## src/include/slmr_pkg.sv

```systemverilog
// Package: register map, field layout and carrier types of the soft limit block
package slmr_pkg;

    // ==========================================================
    // Register word indices (byte address is four times these)
    localparam logic [8:0] SLMR_IDX_LEFT     = 9'h034;
    localparam logic [8:0] SLMR_IDX_RIGHT    = 9'h035;
    localparam logic [8:0] SLMR_IDX_MSIDX    = 9'h036;
    localparam logic [8:0] SLMR_IDX_CUR      = 9'h037;
    localparam logic [8:0] SLMR_IDX_CFG      = 9'h040;
    localparam logic [8:0] SLMR_IDX_IRQ_STAT = 9'h041;
    localparam logic [8:0] SLMR_IDX_IRQ_CLR  = 9'h042;
    localparam logic [8:0] SLMR_IDX_IRQ_EN   = 9'h043;

    // ==========================================================
    // Widths and field positions
    localparam int SLMR_DW          = 32;
    localparam int SLMR_AW          = 11;
    localparam int SLMR_SELW        = 4;
    localparam int SLMR_MSIDX_W     = 10;
    localparam int SLMR_CUR_W       = 9;
    localparam int SLMR_PHASE_B_CURRENT_LSB   = 16;
    localparam int SLMR_PHASE_A_CURRENT_LSB   = 0;
    localparam int SLMR_CFG_SRC_BIT = 0;
    localparam int SLMR_EV_W        = 2;
    localparam int SLMR_EV_LEFT     = 0;
    localparam int SLMR_EV_RIGHT    = 1;

    // ==========================================================
    // Reset values and constants
    localparam logic [31:0] SLMR_LIMIT_RST   = 32'h0000_0000;
    localparam logic [9:0]  SLMR_MSIDX_RST   = 10'h000;
    localparam logic [8:0]  SLMR_PHASE_A_CURRENT_RST   = 9'h0f7;
    localparam logic [8:0]  SLMR_PHASE_B_CURRENT_RST   = 9'h000;
    localparam logic [9:0]  SLMR_PHASE_A_OFS = 10'h100;
    localparam logic        SLMR_CFG_SRC_RST = 1'h0;
    localparam logic [1:0]  SLMR_EV_RST      = 2'h0;

    // ==========================================================
    // Carrier types
    typedef struct packed {
        logic signed [31:0] left;
        logic signed [31:0] right;
    } slmr_limits_t;

    typedef struct packed {
        logic [8:0] phase_b_current;
        logic [8:0] phase_a_current;
    } slmr_cur_t;

    typedef struct packed {
        logic [9:0] addr_b;
        logic [9:0] addr_a;
    } slmr_tbl_addr_t;

endpackage : slmr_pkg

```

## src/slmr_cmp.sv

```systemverilog
// Signed soft limit comparators producing registered left and right stops
module slmr_cmp
    import slmr_pkg::*;
(
    // Clock and reset
    input  wire logic               i_core_clk,
    input  wire logic               i_rst_b,
    // Positions and limits
    input  wire logic               i_src_enc,
    input  wire logic signed [31:0] i_enc_pos,
    input  wire logic signed [31:0] i_actual_pos,
    input  wire slmr_limits_t       i_limits,
    // Stops
    output logic                    o_stop_left,
    output logic                    o_stop_right
);

    logic signed [31:0] pos_sel;

    // ==========================================================
    // Source select and compare, every cycle
    always_comb begin
        pos_sel = i_src_enc ? i_enc_pos : i_actual_pos;
    end

    always_ff @(posedge i_core_clk or negedge i_rst_b) begin
        if (!i_rst_b) begin
            o_stop_left <= 1'b0;
        end else begin
            o_stop_left <= (pos_sel <= i_limits.left);
        end
    end

    always_ff @(posedge i_core_clk or negedge i_rst_b) begin
        if (!i_rst_b) begin
            o_stop_right <= 1'b0;
        end else begin
            o_stop_right <= (pos_sel >= i_limits.right);
        end
    end
endmodule : slmr_cmp

```

## src/slmr_top.sv

```systemverilog
// Soft limit stops and microstep readback behind a classic Wishbone slave
//
// How it works
// - Encoder source selected: left stop while encoder position <= left limit, signed.
// - Actual source selected: left stop while actual position <= left limit, signed.
// - Encoder source selected: right stop while encoder position >= right limit, signed.
// - Actual source selected: right stop while actual position >= right limit, signed.
// - Both limits are full 32-bit signed read/write registers, reset to zero.
// - Read-only 10-bit microstep index of phase B table position, resets zero.
// - Phase A current is fetched at microstep index plus 256.
// - Bits 24:16 report unscaled 9-bit phase B table current, read-only.
// - Bits 8:0 report unscaled 9-bit phase A table current, read-only.
//
// Decided for this implementation: register access over Wishbone.
module slmr_top
    import slmr_pkg::*;
(
    // Clock and reset
    input  wire logic                    i_core_clk,
    input  wire logic                    i_rst_b,
    // Wishbone classic slave
    input  wire logic                    i_wb_cyc,
    input  wire logic                    i_wb_stb,
    input  wire logic                    i_wb_we,
    input  wire logic [SLMR_AW-1:0]      i_wb_adr,
    input  wire logic [SLMR_SELW-1:0]    i_wb_sel,
    input  wire logic [SLMR_DW-1:0]      i_wb_dat,
    output logic      [SLMR_DW-1:0]      o_wb_dat,
    output logic                         o_wb_ack,
    // Motion core
    input  wire logic signed [31:0]      i_enc_pos,
    input  wire logic signed [31:0]      i_actual_pos,
    input  wire logic [SLMR_MSIDX_W-1:0] i_microstep_index,
    // Sine table port
    output slmr_tbl_addr_t               o_tbl_addr,
    input  wire slmr_cur_t               i_tbl_data,
    // Stops and interrupt
    output logic                         o_stop_left,
    output logic                         o_stop_right,
    output logic                         o_irq
);

    // ==========================================================
    // Declarations
    slmr_limits_t            limits;
    logic                    src_enc;
    logic [SLMR_MSIDX_W-1:0] microstep_index;
    slmr_cur_t               phase_current;
    logic [SLMR_EV_W-1:0]    irq_stat;
    logic [SLMR_EV_W-1:0]    irq_en;
    logic [SLMR_EV_W-1:0]    stop_prev;
    logic [SLMR_EV_W-1:0]    stop_now;
    logic [SLMR_EV_W-1:0]    ev_set;
    logic [SLMR_EV_W-1:0]    ev_clr;
    logic [SLMR_EV_W-1:0]    next_irq_stat;
    logic [8:0]              wb_idx;
    logic                    wb_req;
    logic                    wb_wr;
    logic [SLMR_DW-1:0]      next_rd_data;

    // Byte-lane merge of a write into a stored word
    function automatic logic [31:0] lane_merge(input logic [31:0] old_val,
                                               input logic [31:0] new_val,
                                               input logic [3:0]  sel);
        logic [31:0] res;
        res = old_val;
        for (int b = 0; b < SLMR_SELW; b++) begin
            if (sel[b]) begin
                res[b*8 +: 8] = new_val[b*8 +: 8];
            end
        end
        return res;
    endfunction : lane_merge

    // ==========================================================
    // Bus decode
    always_comb begin
        wb_idx = i_wb_adr[SLMR_AW-1:2];
        wb_req = i_wb_cyc && i_wb_stb && !o_wb_ack;
        wb_wr  = wb_req && i_wb_we;
    end

    // One wait state; ack drops the cycle after it was given
    always_ff @(posedge i_core_clk or negedge i_rst_b) begin
        if (!i_rst_b) begin
            o_wb_ack <= 1'b0;
        end else begin
            o_wb_ack <= wb_req;
        end
    end

    // ==========================================================
    // Soft limit registers
    always_ff @(posedge i_core_clk or negedge i_rst_b) begin
        if (!i_rst_b) begin
            limits.left  <= SLMR_LIMIT_RST;
            limits.right <= SLMR_LIMIT_RST;
        end else if (wb_wr) begin
            if (wb_idx == SLMR_IDX_LEFT) begin
                limits.left <= lane_merge(limits.left, i_wb_dat, i_wb_sel);
            end
            if (wb_idx == SLMR_IDX_RIGHT) begin
                limits.right <= lane_merge(limits.right, i_wb_dat, i_wb_sel);
            end
        end
    end

    // ==========================================================
    // Configuration and interrupt enable
    always_ff @(posedge i_core_clk or negedge i_rst_b) begin
        if (!i_rst_b) begin
            src_enc <= SLMR_CFG_SRC_RST;
        end else if (wb_wr && wb_idx == SLMR_IDX_CFG && i_wb_sel[0]) begin
            src_enc <= i_wb_dat[SLMR_CFG_SRC_BIT];
        end
    end

    always_ff @(posedge i_core_clk or negedge i_rst_b) begin
        if (!i_rst_b) begin
            irq_en <= SLMR_EV_RST;
        end else if (wb_wr && wb_idx == SLMR_IDX_IRQ_EN && i_wb_sel[0]) begin
            irq_en <= i_wb_dat[SLMR_EV_W-1:0];
        end
    end

    // ==========================================================
    // Comparators
    slmr_cmp u_cmp (
        .i_core_clk   (i_core_clk),
        .i_rst_b      (i_rst_b),
        .i_src_enc    (src_enc),
        .i_enc_pos    (i_enc_pos),
        .i_actual_pos (i_actual_pos),
        .i_limits     (limits),
        .o_stop_left  (o_stop_left),
        .o_stop_right (o_stop_right)
    );

    // ==========================================================
    // Stop events into sticky status; a new event beats a clear
    always_comb begin
        stop_now      = {o_stop_right, o_stop_left};
        ev_set        = stop_now & ~stop_prev;
        ev_clr        = (wb_wr && wb_idx == SLMR_IDX_IRQ_CLR && i_wb_sel[0]) ? i_wb_dat[SLMR_EV_W-1:0] : '0;
        next_irq_stat = (irq_stat & ~ev_clr) | ev_set;
    end

    always_ff @(posedge i_core_clk or negedge i_rst_b) begin
        if (!i_rst_b) begin
            stop_prev <= SLMR_EV_RST;
        end else begin
            stop_prev <= stop_now;
        end
    end

    always_ff @(posedge i_core_clk or negedge i_rst_b) begin
        if (!i_rst_b) begin
            irq_stat <= SLMR_EV_RST;
        end else begin
            irq_stat <= next_irq_stat;
        end
    end

    // Built from next values so the pin tracks status without lag
    always_ff @(posedge i_core_clk or negedge i_rst_b) begin
        if (!i_rst_b) begin
            o_irq <= 1'b0;
        end else begin
            o_irq <= |(next_irq_stat & irq_en);
        end
    end

    // ==========================================================
    // Sine table lookup and readback
    always_ff @(posedge i_core_clk or negedge i_rst_b) begin
        if (!i_rst_b) begin
            o_tbl_addr.addr_b <= SLMR_MSIDX_RST;
            o_tbl_addr.addr_a <= SLMR_PHASE_A_OFS;
        end else begin
            o_tbl_addr.addr_b <= i_microstep_index;
            o_tbl_addr.addr_a <= i_microstep_index + SLMR_PHASE_A_OFS;
        end
    end

    // Index delayed one cycle behind the table address; the current readback, registered after the table, trails it by one more cycle
    always_ff @(posedge i_core_clk or negedge i_rst_b) begin
        if (!i_rst_b) begin
            microstep_index <= SLMR_MSIDX_RST;
        end else begin
            microstep_index <= o_tbl_addr.addr_b;
        end
    end

    // Table answers one cycle after the address; raw, no current scaling
    always_ff @(posedge i_core_clk or negedge i_rst_b) begin
        if (!i_rst_b) begin
            phase_current.phase_a_current <= SLMR_PHASE_A_CURRENT_RST;
            phase_current.phase_b_current <= SLMR_PHASE_B_CURRENT_RST;
        end else begin
            phase_current <= i_tbl_data;
        end
    end

    // ==========================================================
    // Read data; unmapped and write-only words read zero
    always_comb begin
        next_rd_data = '0;
        unique case (wb_idx)
            SLMR_IDX_LEFT: begin
                next_rd_data = limits.left;
            end
            SLMR_IDX_RIGHT: begin
                next_rd_data = limits.right;
            end
            SLMR_IDX_MSIDX: begin
                next_rd_data[SLMR_MSIDX_W-1:0] = microstep_index;
            end
            SLMR_IDX_CUR: begin
                next_rd_data[SLMR_PHASE_B_CURRENT_LSB +: SLMR_CUR_W] = phase_current.phase_b_current;
                next_rd_data[SLMR_PHASE_A_CURRENT_LSB +: SLMR_CUR_W] = phase_current.phase_a_current;
            end
            SLMR_IDX_CFG: begin
                next_rd_data[SLMR_CFG_SRC_BIT] = src_enc;
            end
            SLMR_IDX_IRQ_STAT: begin
                next_rd_data[SLMR_EV_W-1:0] = irq_stat;
            end
            SLMR_IDX_IRQ_EN: begin
                next_rd_data[SLMR_EV_W-1:0] = irq_en;
            end
            default: begin
                next_rd_data = '0;
            end
        endcase
    end

    always_ff @(posedge i_core_clk or negedge i_rst_b) begin
        if (!i_rst_b) begin
            o_wb_dat <= '0;
        end else if (wb_req && !i_wb_we) begin
            o_wb_dat <= next_rd_data;
        end
    end
endmodule : slmr_top

```

## config.mk

```make
export PLATFORM = sky130hd
export DESIGN_NAME = slmr_top
export DESIGN_NICKNAME = d
export VERILOG_FILES = /design/src/include/slmr_pkg.sv /design/src/slmr_cmp.sv /design/src/slmr_top.sv
export SDC_FILE = /design/constraint.sdc
export NUM_CORES = 1
export LEC_CHECK = 0
export BUFFER_PORTS_ARGS = -buffer_cell sky130_fd_sc_hd__buf_2
export CORE_ASPECT_RATIO = 1.5
export CORE_MARGIN = 2
export CORE_UTILIZATION = 50
export DETAILED_ROUTE_END_ITERATION = 8
export GPL_TIMING_DRIVEN = 0
export MAX_ROUTING_LAYER = met4
export PLACE_DENSITY = 0.78
export SLEW_MARGIN = 15
export SYNTH_ARGS = -nofsm -noshare
export SYNTH_HDL_FRONTEND = slang
export SYNTH_SLANG_ARGS = --single-unit
```

## constraint.sdc

```tcl
create_clock -name i_core_clk -period 3.4 [get_ports i_core_clk]
set_input_delay 0.51 -clock i_core_clk [delete_from_list [all_inputs] [get_ports i_core_clk]]
set_output_delay 0.51 -clock i_core_clk [all_outputs]
set_load 0.02 [all_outputs]
```

Word-level counts from Yosys, hierarchy flattened
Index checks and enable logic that the tools add are counted.
W data, S select, Z words.
Word-level totals
  register bits: 155
  memory bits (read-only): 0
  memories kept: 0
  memory bits (writable): 0
  input bits: 144
  word-level logic and storage cells: 69
  latch bits: 0
Operators by class
  divide/modulo/power cells: 0
  eq/ne operators: 8
  reductions and logical operators: 21
  mux-type cells: 9
  bitwise gates (word level): 6
  shift operators: 0
  $add $sub $neg: 1
  magnitude comparators: 2
  $mul: 0
Operators by type and width (number)
  $eq A9 B6 Y1 const B: 4
  $eq A9 B7 Y1 const B: 4
  $ge A32 B32 Y1: 1
  $le A32 B32 Y1: 1
  $mux W32: 1
  $pmux W7 S4: 1
  $pmux W9 S3: 1
  $reduce_and A3 Y1: 8
  $pmux W7 S2: 1
  $pmux W6 S2: 1
  $add A10 B9 Y10 const B: 1
  $logic_and A1 B1 Y1: 10
  $pmux W1 S7: 1
  $and A2 B2 Y2: 3
  $pmux W1 S6: 1
  $not A2 Y2: 2
  $pmux W1 S3: 1
  $logic_not A1 Y1: 2
  $mux W2: 1
  $or A2 B2 Y2: 1
  $reduce_or A2 Y1: 1

Longest topological paths before layout
Gate-level depths: netlist of run 1.
  depth in word-level cells: 11
  gate-level depth with buffers: 10
  depth with buffers taken out: 8

Hierarchy
From an unflattened synthesis of run 1, not the netlist that was laid out.
Second synthesis, totals
  cells, all modules: 660
  area, all modules: 7781.2 µm²
By module, submodules not included
  slmr_top: cells each 395, times used 1, sequential area each 3638.5 µm², area an instance 5724.2 µm²
  slmr_cmp: cells each 265, times used 1, sequential area each 50.0 µm², area an instance 2057.0 µm²

Least setup slack after synthesis of run 1
No wires, ideal clock.
  kind: reg-to-reg
  start: reg src_enc
  end: reg u_cmp.o_stop_left
  library setup time: 0.125 ns
  stages on the path, launching flop included: 11
  data required time: 3.275 ns
  path slack: 0.525 ns
  arrival time: 2.750 ns
  cell sequence: dfrtp_1 clkbuf_1 clkbuf_1 mux2_2 ha_1 a21oi_1 nand2_1 a221o_1 a211o_1 a21oi_1 mux2_2
On the way
  cells in the longest elaborated chain, start to end: 2
Ends and longest elaborated chain
  from (decl): line slmr_top.sv:46  | logic src_enc;
  from (signal assigned): line slmr_top.sv:114  | src_enc <= i_wb_dat[SLMR_CFG_SRC_BIT];
  $mux W32: line slmr_cmp.sv:23  | pos_sel = i_src_enc ? i_enc_pos : i_actual_pos;
  $le A32 B32 Y1: line slmr_cmp.sv:30  | o_stop_left <= (pos_sel <= i_limits.left);
  to (signal assigned): line slmr_cmp.sv:30
  to (decl): line slmr_cmp.sv:14  | output logic o_stop_left,
Every way passes these cells.
A chain may end at the register's enable or synchronous reset.

Worst setup path after layout of run 1
  start: reg src_enc
  end: reg u_cmp.o_stop_right
On the way
  cells in the longest elaborated chain, start to end: 2
Ends and longest elaborated chain
  $mux W32: line slmr_cmp.sv:23
  $ge A32 B32 Y1: line slmr_cmp.sv:38  | o_stop_right <= (pos_sel >= i_limits.right);
  to (signal assigned): line slmr_cmp.sv:38
  to (decl): line slmr_cmp.sv:15  | output logic o_stop_right
Every way passes these cells.

==> results of run 1 <==
## what timing repair did
action	4_1_cts	5_1_grt
hold endpoints to repair	39	0
resized for setup	1	6
pin swaps	0	0
setup endpoints to repair	2	2
hold buffers	1	0
## metal layers
metal  vias up  routed length (um)
li1       2887                   -
met1      2994                7480
met2       238               10900
met3        64                1020
met4         0                 883
met5         -                   0
## worst max path at each step
stage / start / endpoint / slack [ps] / cells past startpoint
floorplan: src_enc / u_cmp.o_stop_left / 520 / 10
global placement: i_rst_b / o_wb_dat[29] / -260 / 1
detailed placement: src_enc / u_cmp.o_stop_right / -200 / 10
CTS: src_enc / u_cmp.o_stop_right / 5 / 10
global route: src_enc / u_cmp.o_stop_left / 0.1 / 10
finish: src_enc / u_cmp.o_stop_right / 130 / 10
## power by group through the flow
stage               Sequential [mW]  Clock [mW]  Combinational (mW)
floorplan                      1.94           0               0.153
global placement               1.88           0               0.418
detailed placement             1.88           0               0.432
CTS                            1.85        2.04               0.438
global route                   1.86        2.11               0.479
finish                         1.85        2.01               0.434
## registers in the layout, summed over array words and instances, names as in the netlist, 2 cells and up
signal and count:
limits 64, irq_stat 2, stop_prev 2, o_wb_dat 32
irq_en 2, o_tbl_addr 12, microstep_index 10, phase_current 18
## logic make-up (layout without fill, tap and decap cells)
family / count (synthesis) / in the layout / share of synthesized area, %
AND/OR/NAND/NOR: 156 / 156 / 10.4
buffers and inverters: 97 / 327 / 5.62
XOR/XNOR: 1 / 1 / 0.117
AO/OA/AOI/OAI: 150 / 150 / 13.3
flip-flops: 147 / 147 / 49.3
adder cells (fa/ha/maj): 64 / 64 / 10.7
multiplexers: 70 / 70 / 10.5
## cells in the mapped netlist (11+ instances only)
| cell type | n | area [um^2] |
|---|---|---|
| mux2_2 | 68 | 766 |
| a21oi_1 | 30 | 150 |
| a22o_1 | 11 | 96.3 |
| nand2_1 | 68 | 255 |
| inv_1 | 68 | 255 |
| nand4_1 | 13 | 81.3 |
| ha_1 | 64 | 801 |
| a222oi_1 | 17 | 170 |
| nor2_1 | 38 | 143 |
| o21ai_0 | 51 | 255 |
| a221oi_1 | 15 | 131 |
| dfrtp_1 | 139 | 3480 |
| buf_4 | 11 | 82.6 |
| clkbuf_1 | 11 | 41.3 |
## area by class of cell
class                   instances  area [um^2]  area share (%)
repair buffers                198         1030            10.9
plain buffers                  29          169            1.80
clock buffers                  18          439            4.67
flip-flops and latches        147         3690            39.3
clock inverters                14          203            2.16
inverters                      68          255            2.72
multi-input cells             441         3370            35.8
well taps                     196          245            2.61
## cells in the final DEF, fill, tap and decap left out, drive strengths merged, types with 2 or more instances in the layout
cell type,netlist,layout
a21o,6,6
a21oi,30,30
a221o,2,2
a221oi,15,15
a222oi,17,17
a22o,11,11
a22oi,2,2
a31oi,2,2
buf,18,216
bufinv,0,4
clkbuf,11,28
clkinv,0,4
clkinvlp,0,4
dfrtp,139,139
dfstp,8,8
ha,64,64
inv,68,70
mux2,69,69
nand2,68,68
nand3,6,6
nand4,14,14
nor2,46,46
nor2b,3,3
nor3,5,5
nor4,5,5
o211ai,2,2
o21a,2,2
o21ai,55,55
or3,2,2
==> summary.txt, run 1 <==
Comb pwr share = 10.1%
Nets = 1110
WHS = 181 ps
Synth Cell Area = 0.00748 mm^2
Core Area = 0.0146 mm^2
Gr usage total = 26.8%
Setup Viol. Count Final = 0
Total gr overflow = 0
Dpl hpwl = 15100 um
Die extent in x = 104 um
Hold_sp = i_tbl_data[5]
WHS Endpoint = phase_current[5]
Global routing's busiest layer = met2
Clk network pwr share = 46.8%
Sw power = 1.04 mW
Power Total = 4.30 mW
Clock Sinks = 147
R2r endpoint = u_cmp.o_stop_right
Top Family by Delay on Critical Path = simple AND/OR/NAND/NOR gates
Fin cells = 1111
Fin area = 0.00940 mm^2
Drt wl/cell = 18.2 um
Slowest cell on the critical path = nor4_1
# IOs = 200
Critical Path AT = 3610 ps
Net count after synthesis = 893
Number of flops mapped to enable cells by yosys = 0
Hold path cells = 1
Synth Flop Type = dfrtp_1
Die Y-Extent = 154 um
Pint = 3.26 mW
Static Leak = 4.67 nW
Fill cells = 1205
Syn Inst Count = 685
Met2 Track Usage GR = 47.6%
RSZ-0062 raised after global routing = false
Fmax = 306 MHz
PwrDens = 458 mW/mm^2
HP Class = in2reg
Vias in the first global route = 6452
Hold Fails Final Rpt = 0
Detailed-route via count = 6183
Global placer's final weighted congestion = 0.953
Register area share after synthesis = 49.3%
Final setup TNS = 0 ps
Sequential share of power = 43.1%
Routed vias/inst = 5.57
Yosys warns = 0
H-tree depth = 4
Worst vdd ir = 0.325 mV
First-pass GRT wire length = 32200 um
RR Startpoint = src_enc
Async SR Flop Fraction = 100%
Antenna Nets Post-Route = 0
Mean Syn Cell Area = 10.9 um^2
CTS tree = yes
Area Growth Syn to Fin = 25.7%
Clock Latency Late Sink = 430 ps
M3 GR Usage = 4.87%
Met1 usage = 28.2%
Post-layout util = 64.4%
Slack of the critical path = 128 ps
CTS buffer count = 17
CP Capture Type = flip-flop
Antenna violations before repair = 0
Num rows = 54
Antenna diode count = 0
Cell Area, Placed = 0.00874 mm^2
Worst-Margin Slew = 868 ps
Buf+Inv Stages, Crit Path = 2
Number of synthesized register bits = 147
Post CTS Setup Buffer Count = 0
Headroom to the max-slew limit = 41.9%
PortBufs = 196
Switch share = 24.3%
Reg-to-reg slack, setup = 130 ps
Max Slew Vio Count = 0
Reg clk slew, reported paths = 60 ps
Share of cells above drive strength 1 = 37.0%
Initial core utilization = 51.2%
Largest net degree at the start of global routing = 109
Critical path peak fanout = 10
Drt total wl = 20200 um
CP cell instances = clkbuf_1 > buf_2 > mux2_2 > ha_1 > nand4_1 > nor4_1 > a21boi_0 > o31ai_1 > and3_1 > o22ai_1
Synth unique cells = 51
Die ar. = 0.0160 mm^2
Root buffer cell = clkbuf_16
CP Launch Type = flip-flop
MaxCap Viol Count = 0
DRT Pass-1 Iters = 5
Pre-CTS setup slack = -200 ps
Fin crit share = 96.2%
Delay of the slowest critical-path stage = 550 ps
Clock skew = 8.57 ps
Bufs on Longest Clock Path = 2
Tmin final = 3270 ps
Status = complete, no violations
1st-iter DRT viols = 312
Placed insts = 1078
DRC = 0
CP Data Required Time = 3740 ps
Worst setup path class = reg2reg
R2R depth = 10
Note: power is estimated with default switching activity, not from simulation.
==> run 2, diff against run 1 <==
--- a/config.mk
+++ b/config.mk
@@ -13,6 +13,7 @@
 export GPL_TIMING_DRIVEN = 0
 export MAX_ROUTING_LAYER = met4
 export PLACE_DENSITY = 0.78
+export REMOVE_ABC_BUFFERS = 1
 export SLEW_MARGIN = 15
 export SYNTH_ARGS = -nofsm -noshare
 export SYNTH_HDL_FRONTEND = slang
==> run 2 against run 1 <==
- final cell count is 1.9% lower
- global-route usage is 0.96 points lower
- clock-buffer cell count is 4 higher
- fmax is 8.5% higher
- design area is 1.1% lower
- via count is 3.3% lower
- die area stayed put
- critical path type unchanged
- routed wire length is 5.8% lower
- register-to-register slack better by 260 ps
==> summary.txt, run 2 (synthesized netlist as in run 1, its figures left out) <==
Vias in the first global route = 6299 (-2.4%)
H-tree depth = 4 (unchanged)
DRT Pass-1 Iters = 7 (+2)
Gr usage total = 25.8% (-0.96 points)
Antenna Nets Post-Route = 0 (unchanged)
Fin crit share = 88.7% (-7.6 points)
Cts repair resizes = 0 (-1)
Core Area = 0.0146 mm^2 (unchanged)
Clk network pwr share = 44.4% (-2.4 points)
Root buffer cell = clkbuf_16
Pint = 3.11 mW (-4.5%)
Detailed-route via count = 5979 (-3.3%)
R2r endpoint = u_cmp.o_stop_right
Slack of the critical path = 386 ps (+257 ps)
Share of cells above drive strength 1 = 36.5% (-0.50 points)
PwrDens = 441 mW/mm^2 (-3.6%)
Drt total wl = 19100 um (-5.8%)
Delay of the slowest critical-path stage = 760 ps (+210 ps)
Num rows = 54 (unchanged)
Fill cells = 1238 (+2.7%)
Comb pwr share = 10.4% (+0.3 points)
CTS buffer count = 17 (unchanged)
Clock Sinks = 147 (unchanged)
Total gr overflow = 0 (unchanged)
Fin area = 0.00929 mm^2 (-1.1%)
Bufs on Longest Clock Path = 2 (unchanged)
Global placer's final weighted congestion = 0.907 (-4.8%)
MaxCap Viol Count = 0 (unchanged)
Worst setup path class = reg2reg
Reg clk slew, reported paths = 60 ps (about the same)
Drt wl/cell = 17.5 um (-4.0%)
First-pass GRT wire length = 30900 um (-4.0%)
Critical Path AT = 3320 ps (-290 ps)
Max reg flops = 64 (unchanged)
CP Capture Type = flip-flop
DRC = 0 (unchanged)
Switch share = 24.1% (-0.13 points)
Routed vias/inst = 5.49 (-1.4%)
Dpl hpwl = 14300 um (-5.5%)
Headroom to the max-slew limit = 39.5% (-2.4 points)
Slowest cell on the critical path = a2111oi_0
Die extent in x = 104 um (unchanged)
Reg-to-reg slack, setup = 390 ps (+260 ps)
Commonest non-fill, non-tap cell in the layout = buf_2
Largest net degree at the start of global routing = 79 (-28%)
HP Class = in2async
Static Leak = 4.59 nW (-1.7%)
Hold Fails Final Rpt = 0 (unchanged)
R2R depth = 8 (-2)
Most frequent cells in the layout = buf_2 (196), dfrtp_1 (138), inv_1 (68), nand2_1 (68), mux2_2 (68)
# IOs = 200 (unchanged)
Post CTS Setup Buffer Count = 0 (unchanged)
Setup Viol. Count Final = 0 (unchanged)
Pre-CTS setup slack = 376 ps (+576 ps)
Sw power = 0.989 mW (-5.2%)
Hold buffer count at cts = 0 (-1)
Area Growth Syn to Fin = 24.3%
Sequential share of power = 45.2% (+2.1 points)
Status = complete, no violations
Clock Latency Late Sink = 430 ps (about the same)
Cell Area, Placed = 0.00871 mm^2 (-0.33%)
Critical path peak fanout = 17 (+7)
CP cell instances = mux2_2 > ha_1 > a21oi_1 > o21a_1 > o21ai_0 > a2111oi_0 > and3_1 > o22ai_1
Tmin final = 3010 ps (-257 ps)
Clock skew = 8.11 ps (-0.467 ps)
RR Startpoint = src_enc
RSZ-0062 raised after global routing = false
Biggest registers after layout = limits: 64 flops, o_wb_dat: 32 flops, phase_current: 18 flops
Nets = 1087 (-2.1%)
Fmax = 332 MHz (+8.5%)
1st-iter DRT viols = 252 (-19%)
Most flop-heavy register = limits
Initial core utilization = 51.2% (unchanged)
CP Launch Type = flip-flop
CP Data Required Time = 3710 ps (-30 ps)
Die ar. = 0.0160 mm^2 (unchanged)
Die Y-Extent = 154 um (unchanged)
Final setup TNS = 0 ps (unchanged)
Max Slew Vio Count = 0 (unchanged)
Worst-Margin Slew = 904 ps (+36.3 ps)
Antenna violations before repair = 1 (+1)
PortBufs = 197 (+0.51%)
CTS tree = yes
Worst vdd ir = 0.332 mV (+2.0%)
==> run 2: changes by cell type in the layout (fill, tap and decap cells not counted), sizes merged <==
| cell | previous run | this run |
|---|---|---|
| buf | 216 | 204 |
| dlygate4sd3 | 1 | 0 |
| bufinv | 4 | 2 |
| diode | 0 | 2 |
| inv | 70 | 68 |
| clkbuf | 28 | 22 |
| clkinvlp | 4 | 1 |
| clkinv | 4 | 7 |
==> run 2: how the worst max path moves through the flow <==
stage          slack, ps   startpoint  cells after the start                 end
2_1_floorplan        390      src_enc                      8   u_cmp.o_stop_left
3_3_place_gp        -420  i_wb_adr[5]                      6         o_wb_dat[9]
3_5_place_dp         380      i_wb_we                      5        o_wb_dat[21]
4_1_cts              380      src_enc                      8  u_cmp.o_stop_right
5_1_grt              170      src_enc                      9  u_cmp.o_stop_right
6_report             390      src_enc                      8  u_cmp.o_stop_right
==> run 2: worst max-delay path, delay by kind of cell, from the launching register on <==
kind	cells	cell delay (ps)
flops	1	670
mux	1	420
simple gates	1	250
compound gates	5	1230
fa+ha+maj	1	320
==> run 2: power by group through the flow <==
stage                     combinational (mW)  clock [mW]  sequential (mW)
after floorplan                        0.137           0             1.94
after CTS                              0.434        1.85             1.85
after global placement                 0.412           0             1.88
after global routing                   0.477        1.92             1.86
final                                  0.428        1.82             1.85
after detailed placement               0.431           0             1.88
==> run 2: through the flow <==
step | std cells | power [mW] | util (%) | hold slack, ps
3_3_place_gp | 1049 | 2.29 | 58.5 | 356
3_5_place_dp | 1056 | 2.31 | 59.7 | 365
6_report | 1090 | 4.10 | 63.7 | 26.5
2_1_floorplan | 656 | 2.08 | - | 214
5_1_grt | 1089 | 4.26 | 63.6 | 61.6
4_1_cts | 1088 | 4.14 | 63.6 | 43.0
==> run 2: routing by layer <==
| layer | global-route usage, % | routed length [um] | vias to the layer above |
|---|---|---|---|
| met2 | 44.8 | 10100 | 241 |
| li1 | - | - | 2842 |
| met1 | 28.5 | 7100 | 2846 |
| met5 | - | 0 | - |
| met4 | 11.9 | 688 | 0 |
| met3 | 5.21 | 1160 | 50 |
==> run 2: final cells by class <==
class,count,area (um^2),area share [%]
diodes,2,5.00,0.0539
clock buffers,22,464,5.00
clock inverters,10,110,1.19
inverters,68,255,2.75
multi-input cells,441,3390,36.4
flip-flops and latches,147,3690,39.7
well taps,196,245,2.64
repair buffers,204,1130,12.2
